--- config.mk ---
export PLATFORM = sky130hd
export DESIGN_NAME = lhcr_regs
export DESIGN_NICKNAME = d
export VERILOG_FILES = /design/src/include/lhcr_pkg.sv /design/src/verilog/lhcr_regs.sv
export VERILOG_INCLUDE_DIRS = /design/src /design/src/include
export SDC_FILE = /design/constraint.sdc
export NUM_CORES = 1
export LEC_CHECK = 0
export ABC_AREA = 1
export BUFFER_PORTS_ARGS = -buffer_cell sky130_fd_sc_hd__buf_2
export CAP_MARGIN = 25
export CORE_MARGIN = 2
export CORE_UTILIZATION = 48
export CTS_CLUSTER_DIAMETER = 100
export DETAILED_ROUTE_END_ITERATION = 8
export PLACE_DENSITY = 0.85
export SETUP_SLACK_MARGIN = 0.4
export SLEW_MARGIN = 10
export SYNTH_ARGS = -nofsm -noshare
export SYNTH_HDL_FRONTEND = slang
export SYNTH_SLANG_ARGS = --single-unit
--- constraint.sdc ---
create_clock -name ref_clk_in -period 1.05 [get_ports ref_clk_in]
set_input_delay 0.0525 -clock ref_clk_in [delete_from_list [all_inputs] [get_ports ref_clk_in]]
set_output_delay 0.0525 -clock ref_clk_in [all_outputs]
set_load 0.05 [all_outputs]
--- src/include/lhcr_defs.svh ---
`ifndef LHCR_DEFS_SVH
`define LHCR_DEFS_SVH

// ----------------------------------------------------------------------
// register byte offsets
// ----------------------------------------------------------------------
`define LHCR_OFF_FAIL_CAPT  8'h3c
`define LHCR_OFF_COMPANY_ID 8'h40
`define LHCR_OFF_FLAGS_SET  8'h50
`define LHCR_OFF_FLAGS_CLR  8'h54

// ----------------------------------------------------------------------
// capture register fields
// ----------------------------------------------------------------------
`define LHCR_CAPT_BUS_MSB   31
`define LHCR_CAPT_BUS_LSB   22
`define LHCR_CAPT_NODE_MSB  21
`define LHCR_CAPT_NODE_LSB  16
`define LHCR_CAPT_OFFS_MSB  15
`define LHCR_CAPT_OFFS_LSB  0

// ----------------------------------------------------------------------
// host flag bit positions
// ----------------------------------------------------------------------
`define LHCR_BIT_BIB_OK     31
`define LHCR_BIT_SKIP_SWAP  30
`define LHCR_BIT_LATE_ACK   29
`define LHCR_RSVD_MSB       28
`define LHCR_RSVD_LSB       24
`define LHCR_BIT_PHY_OWNER  23
`define LHCR_BIT_LINK_ON    17

// ----------------------------------------------------------------------
// reset values
// ----------------------------------------------------------------------
`define LHCR_RST_FLAG       1'b0
`define LHCR_RST_OWNER      1'b1
`define LHCR_RST_CAPT       32'h0000_0000
`define LHCR_RST_RDATA      32'h0000_0000
`define LHCR_RST_SYNC       3'h0

`endif

--- src/include/lhcr_pkg.sv ---
package lhcr_pkg;
  typedef logic [31:0] lhcr_word_t;
  typedef logic [7:0]  lhcr_addr_t;
endpackage

--- src/verilog/lhcr_regs.sv ---
// The APB register port was decided locally.
`timescale 1ns/10ps
`include "lhcr_defs.svh"
// Summary of operation
// RULE1 - on posted write failure store bus number 31-22, node number 21-16
// RULE2 - on posted write failure store upper destination offset in 15-0
// RULE3 - capture register read-only, updated only by posted write failure
// RULE4 - company identifier register returns a fixed constant, writes ignored
// RULE5 - ones at set address set flags, at clear address clear; both read
// RULE6 - image-ok flag enables serving config ROM block reads and updates
// RULE7 - image-ok low: config ROM block reads get type-error acknowledge
// RULE8 - image-ok low: bus reset leaves ROM mapping, header, options unchanged
// RULE9 - software sets image-ok only while link-on is low
// RULE10 - image-ok cleared by hardware reset, software reset, fetch error
// RULE11 - bit 30 selects byte swapping of DMA and physical data
// RULE12 - late-ack permit set: async packets to node get tardy acknowledge
// RULE13 - every tardy acknowledge raises the tardy event toward interrupt logic
// RULE14 - software clears tardy event and unmasks wake events before D1
// RULE15 - software keeps late-ack permit clear while acting as bus manager
// RULE16 - bits 28-24 of host flags always read zero
// RULE17 - phy ownership flag read-only, defaults one, loaded from EEPROM
// RULE18 - software touches phy enhancements only when ownership flag is one
// RULE19 - link-on low disconnects from bus at once; any reset clears it
// RULE20 - phy ownership flag reset only by global hardware reset
// RULE21 - writing zero at set or clear address leaves flag unchanged
module lhcr_regs
#(
  parameter logic [31:0] COMPANY_ID = 32'h00a5_5a00 // arbitrary neutral value
)
(
  input  wire logic        ref_clk_in,
  input  wire logic        rstn_in,
  input  wire logic        global_reset_in,
  input  wire logic        soft_reset_in,
  input  wire logic        psel_in,
  input  wire logic        penable_in,
  input  wire logic        pwrite_in,
  input  wire logic [7:0]  paddr_in,
  input  wire logic [31:0] pwdata_in,
  output logic      [31:0] prdata_out,
  output logic             pready_out,
  output logic             pslverr_out,
  input  wire logic        pw_err_in,
  input  wire logic [9:0]  pw_src_bus_in,
  input  wire logic [5:0]  pw_src_node_in,
  input  wire logic [15:0] pw_offset_hi_in,
  input  wire logic        bib_fetch_err_in,
  input  wire logic        bus_reset_in,
  input  wire logic        rom_block_read_in,
  input  wire logic        async_req_in,
  input  wire logic        eeprom_load_in,
  input  wire logic        eeprom_owner_in,
  output logic             bus_info_image_ok_out,
  output logic             skip_byte_swap_out,
  output logic             late_ack_permit_out,
  output logic             phy_enh_config_owner_out,
  output logic             link_on_out,
  output logic             rom_read_serve_out,
  output logic             rom_read_type_err_out,
  output logic             rom_regs_update_out,
  output logic             rx_accept_out,
  output logic             tardy_ack_out,
  output logic             ack_tardy_evt_out
);

  if ((^COMPANY_ID) === 1'bx)
  begin : g_id_check
    $error("company identifier must be a defined constant");
  end

  // ----------------------------------------------------------------------
  // global reset pin synchroniser
  // ----------------------------------------------------------------------
  logic [2:0] hwrst_sync_r;
  logic       hwrst_hold_r;
  // a change only counts once flops two and three agree
  wire        hwrst_act = (hwrst_sync_r[1] == hwrst_sync_r[2]) ? hwrst_sync_r[2]
                                                                 : hwrst_hold_r;

  always_ff @(posedge ref_clk_in or negedge rstn_in)
  begin
    if (!rstn_in)
    begin
      hwrst_sync_r <= `LHCR_RST_SYNC;
      hwrst_hold_r <= `LHCR_RST_FLAG;
    end
    else
    begin
      hwrst_sync_r <= {hwrst_sync_r[1:0], global_reset_in};
      hwrst_hold_r <= hwrst_act;
    end
  end

  // ----------------------------------------------------------------------
  // apb decode
  // ----------------------------------------------------------------------
  function automatic logic hit(input lhcr_pkg::lhcr_addr_t a,
                               input lhcr_pkg::lhcr_addr_t off);
    hit = (a == off);
  endfunction

  wire setup_ph  = psel_in & ~penable_in;
  wire access_ph = psel_in & penable_in;
  wire hit_capt  = hit(paddr_in, `LHCR_OFF_FAIL_CAPT);
  wire hit_id    = hit(paddr_in, `LHCR_OFF_COMPANY_ID);
  wire hit_set   = hit(paddr_in, `LHCR_OFF_FLAGS_SET);
  wire hit_clr   = hit(paddr_in, `LHCR_OFF_FLAGS_CLR);
  wire mapped    = hit_capt | hit_id | hit_set | hit_clr;
  wire wr_set    = access_ph & pwrite_in & hit_set;
  wire wr_clr    = access_ph & pwrite_in & hit_clr;
  wire any_rst   = hwrst_act | soft_reset_in;

  // zero wait states: every access completes in its first access cycle
  assign pready_out  = 1'b1;
  assign pslverr_out = access_ph & ~mapped;

  // ----------------------------------------------------------------------
  // failed posted write capture
  // ----------------------------------------------------------------------
  lhcr_pkg::lhcr_word_t capt_r;
  lhcr_pkg::lhcr_word_t capt_nxt;

  // writes at this offset are dropped: only the error path updates it
  assign capt_nxt = pw_err_in ? {pw_src_bus_in, pw_src_node_in, pw_offset_hi_in}
                              : capt_r; // [RULE1] [RULE2] [RULE3]

  always_ff @(posedge ref_clk_in or negedge rstn_in)
  begin
    if (!rstn_in)
      capt_r <= `LHCR_RST_CAPT;
    else
      capt_r <= capt_nxt;
  end

  // ----------------------------------------------------------------------
  // host flags
  // ----------------------------------------------------------------------
  logic bib_ok_r, bib_ok_nxt;
  logic swap_r, swap_nxt;
  logic late_r, late_nxt;
  logic owner_r, owner_nxt;
  logic link_r, link_nxt;

  function automatic logic set_clr(input logic q, input logic s, input logic c);
    set_clr = (q | s) & ~c; // [RULE5] [RULE21]
  endfunction

  // image-ok has no clear address; set refused while the link is on
  wire bib_set = wr_set & pwdata_in[`LHCR_BIT_BIB_OK] & ~link_r; // [RULE9]
  // hardware clears beat a software set in the same cycle
  assign bib_ok_nxt = (any_rst | bib_fetch_err_in) ? `LHCR_RST_FLAG
                                                  : (bib_ok_r | bib_set); // [RULE10]
  assign swap_nxt = any_rst ? `LHCR_RST_FLAG
                            : set_clr(swap_r, wr_set & pwdata_in[`LHCR_BIT_SKIP_SWAP],
                                      wr_clr & pwdata_in[`LHCR_BIT_SKIP_SWAP]);
  assign late_nxt = any_rst ? `LHCR_RST_FLAG
                            : set_clr(late_r, wr_set & pwdata_in[`LHCR_BIT_LATE_ACK],
                                      wr_clr & pwdata_in[`LHCR_BIT_LATE_ACK]);
  assign link_nxt = any_rst ? `LHCR_RST_FLAG
                            : set_clr(link_r, wr_set & pwdata_in[`LHCR_BIT_LINK_ON],
                                      wr_clr & pwdata_in[`LHCR_BIT_LINK_ON]); // [RULE19]
  // soft reset deliberately absent here
  assign owner_nxt = hwrst_act ? `LHCR_RST_OWNER
                   : (eeprom_load_in ? eeprom_owner_in : owner_r); // [RULE17] [RULE20]

  always_ff @(posedge ref_clk_in or negedge rstn_in)
  begin
    if (!rstn_in)
    begin
      bib_ok_r <= `LHCR_RST_FLAG;
      swap_r   <= `LHCR_RST_FLAG;
      late_r   <= `LHCR_RST_FLAG;
      link_r   <= `LHCR_RST_FLAG;
      owner_r  <= `LHCR_RST_OWNER;
    end
    else
    begin
      bib_ok_r <= bib_ok_nxt;
      swap_r   <= swap_nxt;
      late_r   <= late_nxt;
      link_r   <= link_nxt;
      owner_r  <= owner_nxt;
    end
  end

  // ----------------------------------------------------------------------
  // read data
  // ----------------------------------------------------------------------
  lhcr_pkg::lhcr_word_t flags_word;
  lhcr_pkg::lhcr_word_t rd_mux;
  lhcr_pkg::lhcr_word_t rdata_r;

  always_comb
  begin
    flags_word = 32'h0000_0000; // [RULE16]
    flags_word[`LHCR_BIT_BIB_OK]    = bib_ok_r;
    flags_word[`LHCR_BIT_SKIP_SWAP] = swap_r;
    flags_word[`LHCR_BIT_LATE_ACK]  = late_r;
    flags_word[`LHCR_BIT_PHY_OWNER] = owner_r;
    flags_word[`LHCR_BIT_LINK_ON]   = link_r;
  end

  assign rd_mux = hit_capt            ? capt_r
                : hit_id              ? COMPANY_ID // [RULE4]
                : (hit_set | hit_clr) ? flags_word // [RULE5]
                : 32'h0000_0000;

  // sampled in setup so the data is a flop output during access
  always_ff @(posedge ref_clk_in or negedge rstn_in)
  begin
    if (!rstn_in)
      rdata_r <= `LHCR_RST_RDATA;
    else if (setup_ph)
      rdata_r <= rd_mux;
  end

  assign prdata_out = rdata_r;

  // ----------------------------------------------------------------------
  // link-side controls
  // ----------------------------------------------------------------------
  assign bus_info_image_ok_out    = bib_ok_r;
  assign skip_byte_swap_out       = swap_r; // [RULE11]
  assign late_ack_permit_out      = late_r;
  assign phy_enh_config_owner_out = owner_r;
  assign link_on_out              = link_r;
  assign rx_accept_out            = async_req_in & link_r; // [RULE19]
  assign rom_read_serve_out       = rom_block_read_in & link_r & bib_ok_r; // [RULE6]
  assign rom_read_type_err_out    = rom_block_read_in & link_r & ~bib_ok_r; // [RULE7]
  assign rom_regs_update_out      = bus_reset_in & bib_ok_r; // [RULE8]
  // tardy only while connected; the event mirrors every tardy ack
  assign tardy_ack_out            = async_req_in & link_r & late_r; // [RULE12]
  assign ack_tardy_evt_out        = tardy_ack_out; // [RULE13]
endmodule // lhcr_regs
## Yosys cells after proc, flatten, opt, wreduce, memory -nomap -nowiden

Cells that the tools add are included.

| storage, ports and cells | value |
|---|---|
| register bits | 73 |
| input port bits | 86 |
| logic and storage cells | 65 |

| cells by class | value |
|---|---|
| equality and inequality tests | 5 |
| muxes and demuxes | 10 |
| bitwise gates (word level) | 40 |
| reductions and logical operators | 1 |

Operators with widths:

| operator | number |
|---|---|
| 32-bit two-way mux | 3 |
| 8-bit by 7-bit equality test with 1-bit output (second input constant) | 3 |
| 1-bit AND | 23 |
| 1-bit OR | 10 |
| 8-bit by 6-bit equality test with 1-bit output (second input constant) | 1 |
| 1-bit two-way mux | 7 |
| 1-bit inverter | 7 |
| 2-bit nonzero test | 1 |
| 1-bit equality test | 1 |

## Longest topological paths before layout

Gate-level depths: netlist of the first run.

| depth | value |
|---|---|
| word-level depth | 7 |
| gate-level depth with buffers | 8 |
| gate-level depth less buffers | 8 |

## Least setup slack after synthesis of the first run

OpenSTA, ideal clock, no wires.

| path | value |
|---|---|
| kind | flip-flop to output port |
| start | reg link_r, in the netlist link_on_out |
| end | out rom_read_serve_out |
| arrival time | 1.910 ns |
| slack | -0.912 ns |
| cell stages (with the launch flop) | 3 |
| path buffers | 0 |
| cells stage by stage | dfrtp_1 -> inv_1 -> nor3_1 |

| on the way | value |
|---|---|
| cells in the longest elaborated chain, start to end | 2 |

Ends and longest elaborated chain:

| what | line | RTL |
|---|---|---|
| from (decl) | lhcr_regs.sv:142 | `logic link_r, link_nxt;` |
| from (signal assigned) | lhcr_regs.sv:173 | `` link_r <= `LHCR_RST_FLAG; `` |
| from (signal assigned) | lhcr_regs.sv:181 | `link_r <= link_nxt;` |
| 1-bit AND (2 in series) | lhcr_regs.sv:228 | `assign rom_read_serve_out = rom_block_read_in & link_r & bib_ok_r;` |
| to (decl) | lhcr_regs.sv:58 | `output logic rom_read_serve_out,` |

Every way passes these cells.

## Final worst setup path of the first run

| path | value |
|---|---|
| start | reg link_r, in the netlist link_on_out |
| end | reg bib_ok_r, in the netlist bus_info_image_ok_out |

| on the way | value |
|---|---|
| cells in the longest elaborated chain, start to end | 4 |

Ends and longest elaborated chain:

| what | line | RTL |
|---|---|---|
| 1-bit inverter | lhcr_regs.sv:149 | `` wire bib_set = wr_set & pwdata_in[`LHCR_BIT_BIB_OK] & ~link_r; `` |
| 1-bit AND | lhcr_regs.sv:149 |  |
| 1-bit OR | lhcr_regs.sv:152 | `: (bib_ok_r \| bib_set);` |
| 1-bit two-way mux | lhcr_regs.sv:151 | `` assign bib_ok_nxt = (any_rst \| bib_fetch_err_in) ? `LHCR_RST_FLAG `` |
| named net bib_ok_nxt | lhcr_regs.sv:138 | `logic bib_ok_r, bib_ok_nxt;` |
| to (signal assigned) | lhcr_regs.sv:170 | `` bib_ok_r <= `LHCR_RST_FLAG; `` |
| to (signal assigned) | lhcr_regs.sv:178 | `bib_ok_r <= bib_ok_nxt;` |
| to (decl) | lhcr_regs.sv:138 |  |

The timed path passes the listed nets, and every way through them passes these cells.
A chain may end at the register's enable or synchronous reset.

==> reports/metrics.cfg, run 1 <==
[logic_synthesis]
synthCells=334
synth_seq_cells=73
synth_flop_cell=dfrtp_1
synth_area_sq_um=3230
synth_top_cell_area_share_pct=55.8
ys_async_sr_fraction_pct=100
synth_edf_count=0
ys_warn_count=0
seq_area_frac_synth_pct=56.6
synth_top_cell_by_area=dfrtp_1
synth.distinct_cells=26
avgSynthCellArea_sq_um=9.66
ys_top_cells_by_count=nand2_1, dfrtp_1, inv_1
synth_nets=420
synthTopCellsByArea=dfrtp_1, nand2_1, o31ai_2
yosysMostFrequentCell=nand2_1

[setup_path]
crit_fanout=3
arrival_ns=1.53
cp_num_buf_inv=3
rrSetupSlack_ns=-0.21
end_kind=register
path_class=register to register
cp-start-kind=register
crit_chain=inv_4 > buf_4 > buf_6 > nand2_1 > nand3b_1 > a21oi_2
reg2reg_to=bus_info_image_ok_out
critPathSlowestCell=dfrtp_2
rr_startpoint=link_on_out
slowest_delay_ns=0.45
critPathTopFamily=flip-flops
worst-r2r-cell-count=6
worstPathRequired_ns=1.32

[pwr]
vdd_drop_max_mv=0.864
power_density_nw_per_um2=1050
p_leak_nw=2.73

[cts]
clk_path_buf_depth=2
root_buffer=clkbuf_8
cts_buffers=9
h-tree-depth=3
clk_latency_ns=0.35
cts_tree=yes
clk_pin_slew_ns=0.08
hold_buffers=23
clock_sinks=73

[die]
start_util_pct=50.3
core_area_sq_um=6420
die-area_sq_um=7400
num_rows=29
die_w_um=86.0
die_height_um=86.0
ios=131

[timing]
tns_ns=-1.39
period_minus_slack_ns=1.26
finClkSkew_ns=0.0108
finalHoldWorstSlack_ns=-0.0599
worst_slack_ns=-0.206
rsz0062_at_grt=yes
min_period_over_period_pct=120
maxSlewViolCount=0
finalSetupViolCount=12
max_freq_mhz=796
hold_violations=14

[route]
first_pass_iters=4
drt-initial-drc-count=225
totalWireLength_mm=11.4
num_vias=3216
drc=0
viasPerCell=5.55
ant_nets=0
wire_per_inst_um=19.7

[cells_and_area]
multi_input_area_sq_um=1640
final-seq-area_sq_um=1870
final.fill_count=248
fin_area_sq_um=5740
drive_above_1_share_pct=66.3
final_nets=582
area_delta_synth_final_pct=77.7
final_cells=579

[placement]
dp.cells=511
gp_congestion=0.794
hpwl_mm=5.13
io_buffers=101
place_area_sq_um=4080

[run_status]
status=finished, violations left
violations=negative hold slack, negative setup slack

[min_path]
whs_endpoint=capt_r[14]
hold_path_class=input pin to register
min_delay_path_depth=2
min_from=pw_offset_hi_in[14]

[global_routing]
grt_pass1_wl_mm=15.3
grt_max_degree=74
overflow=0
grt_antenna_before_repair=1
grtUsageTotal_pct=27.1
grt_pass1_vias=3245

[job]
maxCapViolations=0

## cell usage in the layout (no fill, tap or decap), types with 4 or more instances in the layout
cell,count
buf_2,48
dfrtp_2,36
buf_4,18
dfrtp_1,36
buf_16,4
o21ai_1,12
nand2_1,64
nor2_4,12
inv_4,5
inv_1,8
nor2_1,6
nand3_1,12
nor2_2,4
nand2_4,15
inv_2,30
o31ai_2,7
o31ai_4,13
buf_12,6
nand2_2,10
buf_6,29
dlygate4sd3_1,21
clkbuf_8,10
o21ai_2,16
buf_8,37
mux2_4,12
## state kept, by name, indices dropped and copies added, names as in the netlist
signal and cells:
capt_r 32, prdata_out 32, hwrst_sync_r 3, bus_info_image_ok_out 1, hwrst_hold_r 1, late_ack_permit_out 1, link_on_out 1, phy_enh_config_owner_out 1
skip_byte_swap_out 1
## cells by family (layout without fill, tap and decap cells)
logic type,Yosys count,after routing,share of synthesized area [%]
AOI/OAI and AO/OA,54,54,13.2
buffers and inverters,62,229,8.26
DFF,73,73,56.6
muxes,13,13,4.50
other,1,2,0.116
and+or+nand+nor,131,131,17.3
## power by group
group          internal (W)  leakage (nW)  switching [W]
registers           0.00295         0.883      0.0000954
clock network      0.000916        0.0891        0.00109
logic              0.000429          1.76       0.000548
total               0.00429          2.73        0.00173
## layer usage
layer,global-route usage [%],vias up,part of all wire (%)
li1,-,1393,-
met1,29.3,1570,34
met2,47.6,192,54
met3,7.41,61,6.1
met4,15.0,0,6.1
met5,0,-,0
## what timing repair did
action                                 in CTS  in global routing
endpoints found under the hold margin     109                 14
pin swaps                                  34                 20
gates resized for setup                   223                 85
setup endpoints to repair                  99                121
buffers inserted                           14                 11
cloned                                      3                  0
## cell type report
| class | instances | area share, % |
|---|---|---|
| sequential | 73 | 32.7 |
| timing repair buffer | 166 | 30.2 |
| multi-input combinational | 199 | 28.6 |
| inverter | 47 | 3.80 |
| clock buffer | 11 | 2.47 |
| tap | 77 | 1.68 |
| clock inverter | 5 | 0.545 |
| antenna | 1 | 0.0436 |
## how the worst max path moves through the flow
stage,startpoint,end,slack (ns),cells past startpoint
after floorplan,link_on_out,tardy_ack_out,-0.17,3
after global placement,paddr_in[1],pslverr_out,-0.02,8
after detailed placement,paddr_in[1],prdata_out[16],-0.06,9
after CTS,link_on_out,rom_read_serve_out,-0.16,3
after global routing,link_on_out,rom_read_type_err_out,-0.24,3
final,link_on_out,bus_info_image_ok_out,-0.21,6
## through the flow
stage	hold slack [ns]	power, W	utilization, %	setup WS (ns)
2_1_floorplan	-0.243	0.00340	-	-0.170
3_3_place_gp	0.0897	0.00365	63.6	-0.0191
3_5_place_dp	0.0896	0.00368	63.6	-0.0617
4_1_cts	-0.0603	0.00582	83.0	-0.163
5_1_grt	-0.0700	0.00622	89.3	-0.238
6_report	-0.0599	0.00602	89.3	-0.206
Note: power is estimated with default switching activity, not from simulation.
==> inputs of run 2 (changes only) <==
--- a/config.mk
+++ b/config.mk
@@ -9,7 +9,6 @@
 export ABC_AREA = 1
 export BUFFER_PORTS_ARGS = -buffer_cell sky130_fd_sc_hd__buf_2
 export CAP_MARGIN = 25
-export CORE_MARGIN = 2
 export CORE_UTILIZATION = 48
 export CTS_CLUSTER_DIAMETER = 100
 export DETAILED_ROUTE_END_ITERATION = 8
==> run 2 against run 1 <==
The run ends with design-rule violations, negative hold slack, negative setup slack left; sequential cell count is the same; sequential share of layout area increased by 0.35 points; critical path depth shrank 4; clock power increased by 16%; non-clock buffer count up 4; global-route usage hardly changed; first-iteration DRC count fell by 29%; hold slack got worse by 0.37 ns; critical endpoint is now rom_read_type_err_out.
==> reports/metrics.cfg, run 2 (same netlist as run 1, synthesis figures left out) <==
[global_routing]
met3_usage_pct=4.35  ; -3.1 points
overflow=0  ; unchanged
grtUsageMet1_pct=30.8  ; +1.5 points
globalRouteMet2Util_pct=49.1  ; +1.5 points
grt_pass1_wl_mm=14.9  ; -2.6%
grt_max_degree=38  ; -49%
grtUsageTotal_pct=27.1  ; +0.045 points
top_usage_layer=met2
grt_antenna_before_repair=0  ; -1
grt_pass1_vias=3126  ; -3.7%

[pwr]
vdd_drop_max_mv=1.24  ; +44%
p_total_w=0.00633  ; +5.2%
power_density_nw_per_um2=1120  ; +6.4%
p_leak_nw=2.72  ; -0.50%

[setup_path]
arrival_ns=1.16  ; -0.37 ns
critPathSlowestCell=dfrtp_2
cp_num_buf_inv=1  ; -2
end_kind=primary output
critPathTopFamily=flip-flops
crit_fanout=4  ; +1
crit_chain=nor3_4 > buf_6
cp-start-kind=register
path_class=register to primary output
slowest_delay_ns=0.45  ; about the same
worstPathRequired_ns=1.00  ; -0.32 ns

[timing]
min_period_over_period_pct=115  ; -4.4 points
finalHoldWorstSlack_ns=-0.429  ; -0.369 ns
worst_slack_ns=-0.160  ; +0.0464 ns
tns_ns=-0.856  ; +0.533 ns
period_minus_slack_ns=1.21  ; -0.0464 ns
finClkSkew_ns=0.00724  ; -0.00356 ns
rsz0062_at_grt=yes
hold_violations=88  ; +74
finalSetupViolCount=10  ; -2
maxSlewViolCount=0  ; unchanged
max_freq_mhz=827  ; +3.8%

[cts]
cts_buffers=9  ; unchanged
cts_tree=yes
hold_buffers=21  ; -8.7%
clk_latency_ns=0.35  ; about the same
clk_pin_slew_ns=0.08  ; about the same
h-tree-depth=3  ; unchanged
clock_sinks=73  ; unchanged
root_buffer=clkbuf_8
clk_path_buf_depth=2  ; unchanged

[placement]
place_area_sq_um=4080  ; unchanged
io_buffers=101  ; unchanged
gp_congestion=0.811  ; +2.2%
dp.cells=511  ; unchanged
hpwl_mm=4.98  ; -3.0%

[die]
num_rows=29  ; unchanged
die_w_um=84.0  ; -2.3%
die_height_um=84.0  ; -2.3%
start_util_pct=50.3  ; unchanged
ios=131  ; unchanged
core_area_sq_um=6420  ; unchanged
die-area_sq_um=7060  ; -4.6%

[cells_and_area]
final_cells=582  ; +0.52%
post-route-util_pct=88.3  ; -0.95 points
drive_above_1_share_pct=69.7  ; +3.4 points
final.fill_count=269  ; +8.5%
layout_commonest_cell=buf_2
final_cell_mix=buf_2, nand2_1, buf_8
area_delta_synth_final_pct=75.8
antenna_cells=0  ; -1
final_nets=586  ; +0.69%
fin_area_sq_um=5670  ; -1.1%

[min_path]
hold_path_class=input pin to async pin

[route]
ant_nets=0  ; unchanged
num_vias=3143  ; -2.3%
totalWireLength_mm=11.1  ; -2.5%
drt-initial-drc-count=159  ; -29%
first_pass_iters=8  ; +4
drc=10  ; +10
viasPerCell=5.40  ; -2.8%
wire_per_inst_um=19.1  ; -3.0%

[job]
maxCapViolations=0  ; unchanged

[run_status]
violations=design-rule violations, negative hold slack, negative setup slack
status=finished, violations left

## run 2: changes by cell type in the layout (fill, tap and decap cells not counted), sizes merged
cell and change:
buf +7, diode -1, inv +1, dlymetal6s4s -2
clkinv -3, bufinv +1
## run 2: repair_timing
action	in CTS	in global routing
endpoints found under the setup margin	100	113
pin swaps	37	18
endpoints found under the hold margin	109	86
setup buffers	14	20
resized for setup	196	110
## run 2: path summary, 6_finish.rpt
kind                                          startpoint                    end  slack (ns)  depth (start not counted)
worst max-delay path               bus_info_image_ok_out  rom_read_type_err_out       -0.16                          2
worst min-delay path                             rstn_in         prdata_out[19]       -0.43                          1
worst max register to register  phy_enh_config_owner_out         prdata_out[23]           0                          5
worst min register to register           hwrst_sync_r[0]        hwrst_sync_r[1]        0.36                          0
max in group asynchronous                        rstn_in          prdata_out[7]        0.98                          2
min in group ref_clk_in              pw_offset_hi_in[12]             capt_r[12]       -0.06                          2
## run 2: area by class of cell
cell class | instances | area [sq um] | share of cell area, %
clock buffers | 12 | 155 | 2.73
flip-flops and latches | 73 | 1870 | 33.0
repair buffers | 170 | 1680 | 29.7
clock inverters | 4 | 51.3 | 0.904
inverters | 47 | 218 | 3.84
multi-input cells | 199 | 1600 | 28.1
well taps | 77 | 96.3 | 1.70
## run 2: metal layers
layer  wire [um]  part of all wire, %
met1        3900                   35
met2        5960                   54
met3         620                  5.6
met4         634                  5.7
met5           0                    0
## run 2: report_power, final
part / leakage [nW] / switching [W] / total [W] / internal (W)
combinational: 1.73 / 0.000558 / 0.000984 / 0.000427
sequential: 0.883 / 0.0000847 / 0.00303 / 0.00295
clock: 0.103 / 0.00108 / 0.00232 / 0.00123
## run 2: metrics by stage
| step | setup slack [ns] | hold WS, ns |
|---|---|---|
| 5_1_grt | -0.213 | -0.427 |
| 2_1_floorplan | -0.170 | -0.243 |
| 6_report | -0.160 | -0.429 |
| 3_3_place_gp | -0.0175 | -0.0541 |
| 4_1_cts | -0.153 | -0.419 |
| 3_5_place_dp | -0.0733 | -0.0495 |
## run 2: worst register-to-register path: stages (launching register included)
cell     delay, ns
dfstp_2       0.57
buf_6         0.11
nand3_2       0.07
nand3_2       0.08
nand2_1       0.07
nand2_1       0.07
==> inputs of run 3 (changes only) <==
--- a/config.mk
+++ b/config.mk
@@ -9,7 +9,9 @@
 export ABC_AREA = 1
 export BUFFER_PORTS_ARGS = -buffer_cell sky130_fd_sc_hd__buf_2
 export CAP_MARGIN = 25
-export CORE_UTILIZATION = 48
+export CELL_PAD_IN_SITES_DETAIL_PLACEMENT = 1
+export CELL_PAD_IN_SITES_GLOBAL_PLACEMENT = 2
+export CORE_UTILIZATION = 28
 export CTS_CLUSTER_DIAMETER = 100
 export DETAILED_ROUTE_END_ITERATION = 8
 export PLACE_DENSITY = 0.85
==> run 3 against run 2 <==
The run ends with negative hold slack, negative setup slack left; register-to-register slack got worse by 0.03 ns; combinational power fell by 1%; utilization fell by 34 points; setup slack improved by 0.018 ns; sequential cell count did not move; global-route usage fell by 8.4 points; non-clock buffer count fell by 2; die area rose by 70%; maximum frequency rose by 1.5%; sequential share of layout area fell by 1.6 points; hold slack improved by 0.071 ns; count of clock-buffer cells in the layout rose by 2; critical path type unchanged; largest cell class unchanged; highest routed layer unchanged.
==> reports/metrics.cfg, run 3 (same netlist as run 1, synthesis figures left out) <==
[run_status]
status=finished, violations left
violations=negative hold slack, negative setup slack

[route]
wire_per_inst_um=16.5  ; -14%
drc=0  ; -10
totalWireLength_mm=10.6  ; -4.5%
drt-initial-drc-count=67  ; -58%
first_pass_iters=4  ; -4
ant_nets=0  ; unchanged
viasPerCell=4.60  ; -15%
num_vias=2956  ; -5.9%

[cells_and_area]
drive_above_1_share_pct=68.0  ; -1.7 points
final-seq-area_sq_um=1870  ; unchanged
multi_input_area_sq_um=1680  ; +5.0%
post-route-util_pct=54.0  ; -34 points
final.fill_count=1174  ; +340%
layout_commonest_cell=nand2_1
final_cell_mix=nand2_1, buf_2, buf_8
antenna_cells=0  ; unchanged
final_cells=643  ; +10%
final_nets=584  ; -0.34%
area_delta_synth_final_pct=84.6

[die]
ios=131  ; unchanged
core_area_sq_um=11000  ; +72%
die-area_sq_um=12000  ; +70%
die_height_um=109  ; +30%
num_rows=38  ; +31%
start_util_pct=29.3  ; -21 points
die_w_um=109  ; +30%

[timing]
finalSetupViolCount=10  ; unchanged
finClkSkew_ns=0.00593  ; -0.00131 ns
period_minus_slack_ns=1.19  ; -0.0177 ns
hold_violations=80  ; -9.1%
max_freq_mhz=839  ; +1.5%
rsz0062_at_grt=yes
tns_ns=-0.774  ; +0.0824 ns
finalHoldWorstSlack_ns=-0.358  ; +0.0709 ns
maxSlewViolCount=0  ; unchanged
worst_slack_ns=-0.142  ; +0.0177 ns
min_period_over_period_pct=114  ; -1.7 points

[cts]
clk_latency_ns=0.33  ; -0.02 ns
hold_buffers=22  ; +4.8%
clk_path_buf_depth=2  ; unchanged
clk_pin_slew_ns=0.06  ; -0.02 ns
clock_sinks=73  ; unchanged
cts_buffers=9  ; unchanged
h-tree-depth=3  ; unchanged
cts_tree=yes
root_buffer=clkbuf_16

[setup_path]
crit_fanout=3  ; -1
path_class=register to primary output
end_kind=primary output
arrival_ns=1.14  ; -0.02 ns
reg2reg_to=bus_info_image_ok_out
cp-start-kind=register
worst-r2r-cell-count=5  ; unchanged
worstPathRequired_ns=1.00  ; about the same
rrSetupSlack_ns=-0.03  ; -0.03 ns
rr_startpoint=link_on_out

[pwr]
power_density_nw_per_um2=1200  ; +7.9%
p_leak_nw=2.79  ; +2.6%
p_total_w=0.00717  ; +13%
vdd_drop_max_mv=0.707  ; -43%

[global_routing]
overflow=0  ; unchanged
grtUsageTotal_pct=18.7  ; -8.4 points
grt_antenna_before_repair=0  ; unchanged
grt_max_degree=29  ; -24%
grt_pass1_vias=3231  ; +3.4%
grt_pass1_wl_mm=16.7  ; +12%

[job]
maxCapViolations=0  ; unchanged

[placement]
dp.cells=582  ; +14%
io_buffers=101  ; unchanged
gp_congestion=0.807  ; -0.54%
dp_slack_ns=-0.0790  ; -0.00573 ns
hpwl_mm=6.49  ; +30%

[min_path]
hold_path_class=input pin to async pin

## run 3: worst max path at each step
stage	start	endpoint	slack [ns]	depth (start not counted)
after floorplan	link_on_out	tardy_ack_out	-0.17	3
after global placement	paddr_in[1]	pslverr_out	-0.05	8
after detailed placement	paddr_in[1]	pslverr_out	-0.08	8
after CTS	link_on_out	rom_read_type_err_out	-0.14	3
after global routing	link_on_out	rom_read_serve_out	-0.18	3
final	link_on_out	rom_read_type_err_out	-0.14	3
## run 3: area by class of cell
cell class                 count  share of cell area [%]
clock buffer                  14                    4.60
timing repair buffer         168                    28.6
inverter                      47                    3.65
multi-input combinational    199                    28.1
tap                          140                    2.94
clock inverter                 2                   0.588
sequential                    73                    31.4
## run 3: worst max-delay path, cell delays in order (launching register included)
cell and delay (ns):
dfrtp_2 0.39, inv_4 0.06, nor3_4 0.18, buf_6 0.18
## run 3: per-layer routing
metal | part of all wire [%] | track usage (%) | vias to the layer above | wire length (um)
met1 | 41 | 23.2 | 1481 | 4310
met5 | 0 | 0 | - | 0
met2 | 55 | 32.8 | 66 | 5830
met3 | 3.4 | 3.20 | 10 | 365
li1 | - | - | 1399 | -
met4 | 1.1 | 6.48 | 0 | 114
## run 3: power by group
group	switching, W	internal, W	total [W]
Clock	0.00113	0.00203	0.00316
Combinational	0.000528	0.000444	0.000972
Sequential	0.0000887	0.00295	0.00304
## run 3: through the flow
step	hold WS (ns)	cell area, sq um
floorplan	-0.243	3440
global placement	0.00411	4230
detailed placement	0.0135	4230
CTS	-0.342	5600
global route	-0.335	5960
finish	-0.358	5960
## run 3: repair_timing
| item | in CTS | in global routing |
|---|---|---|
| gates cloned | 2 | 0 |
| gates resized for setup | 229 | 80 |
| hold endpoints to repair | 87 | 35 |
| setup buffers | 13 | 8 |
| pin swaps | 23 | 10 |
| endpoints found under the setup margin | 97 | 111 |
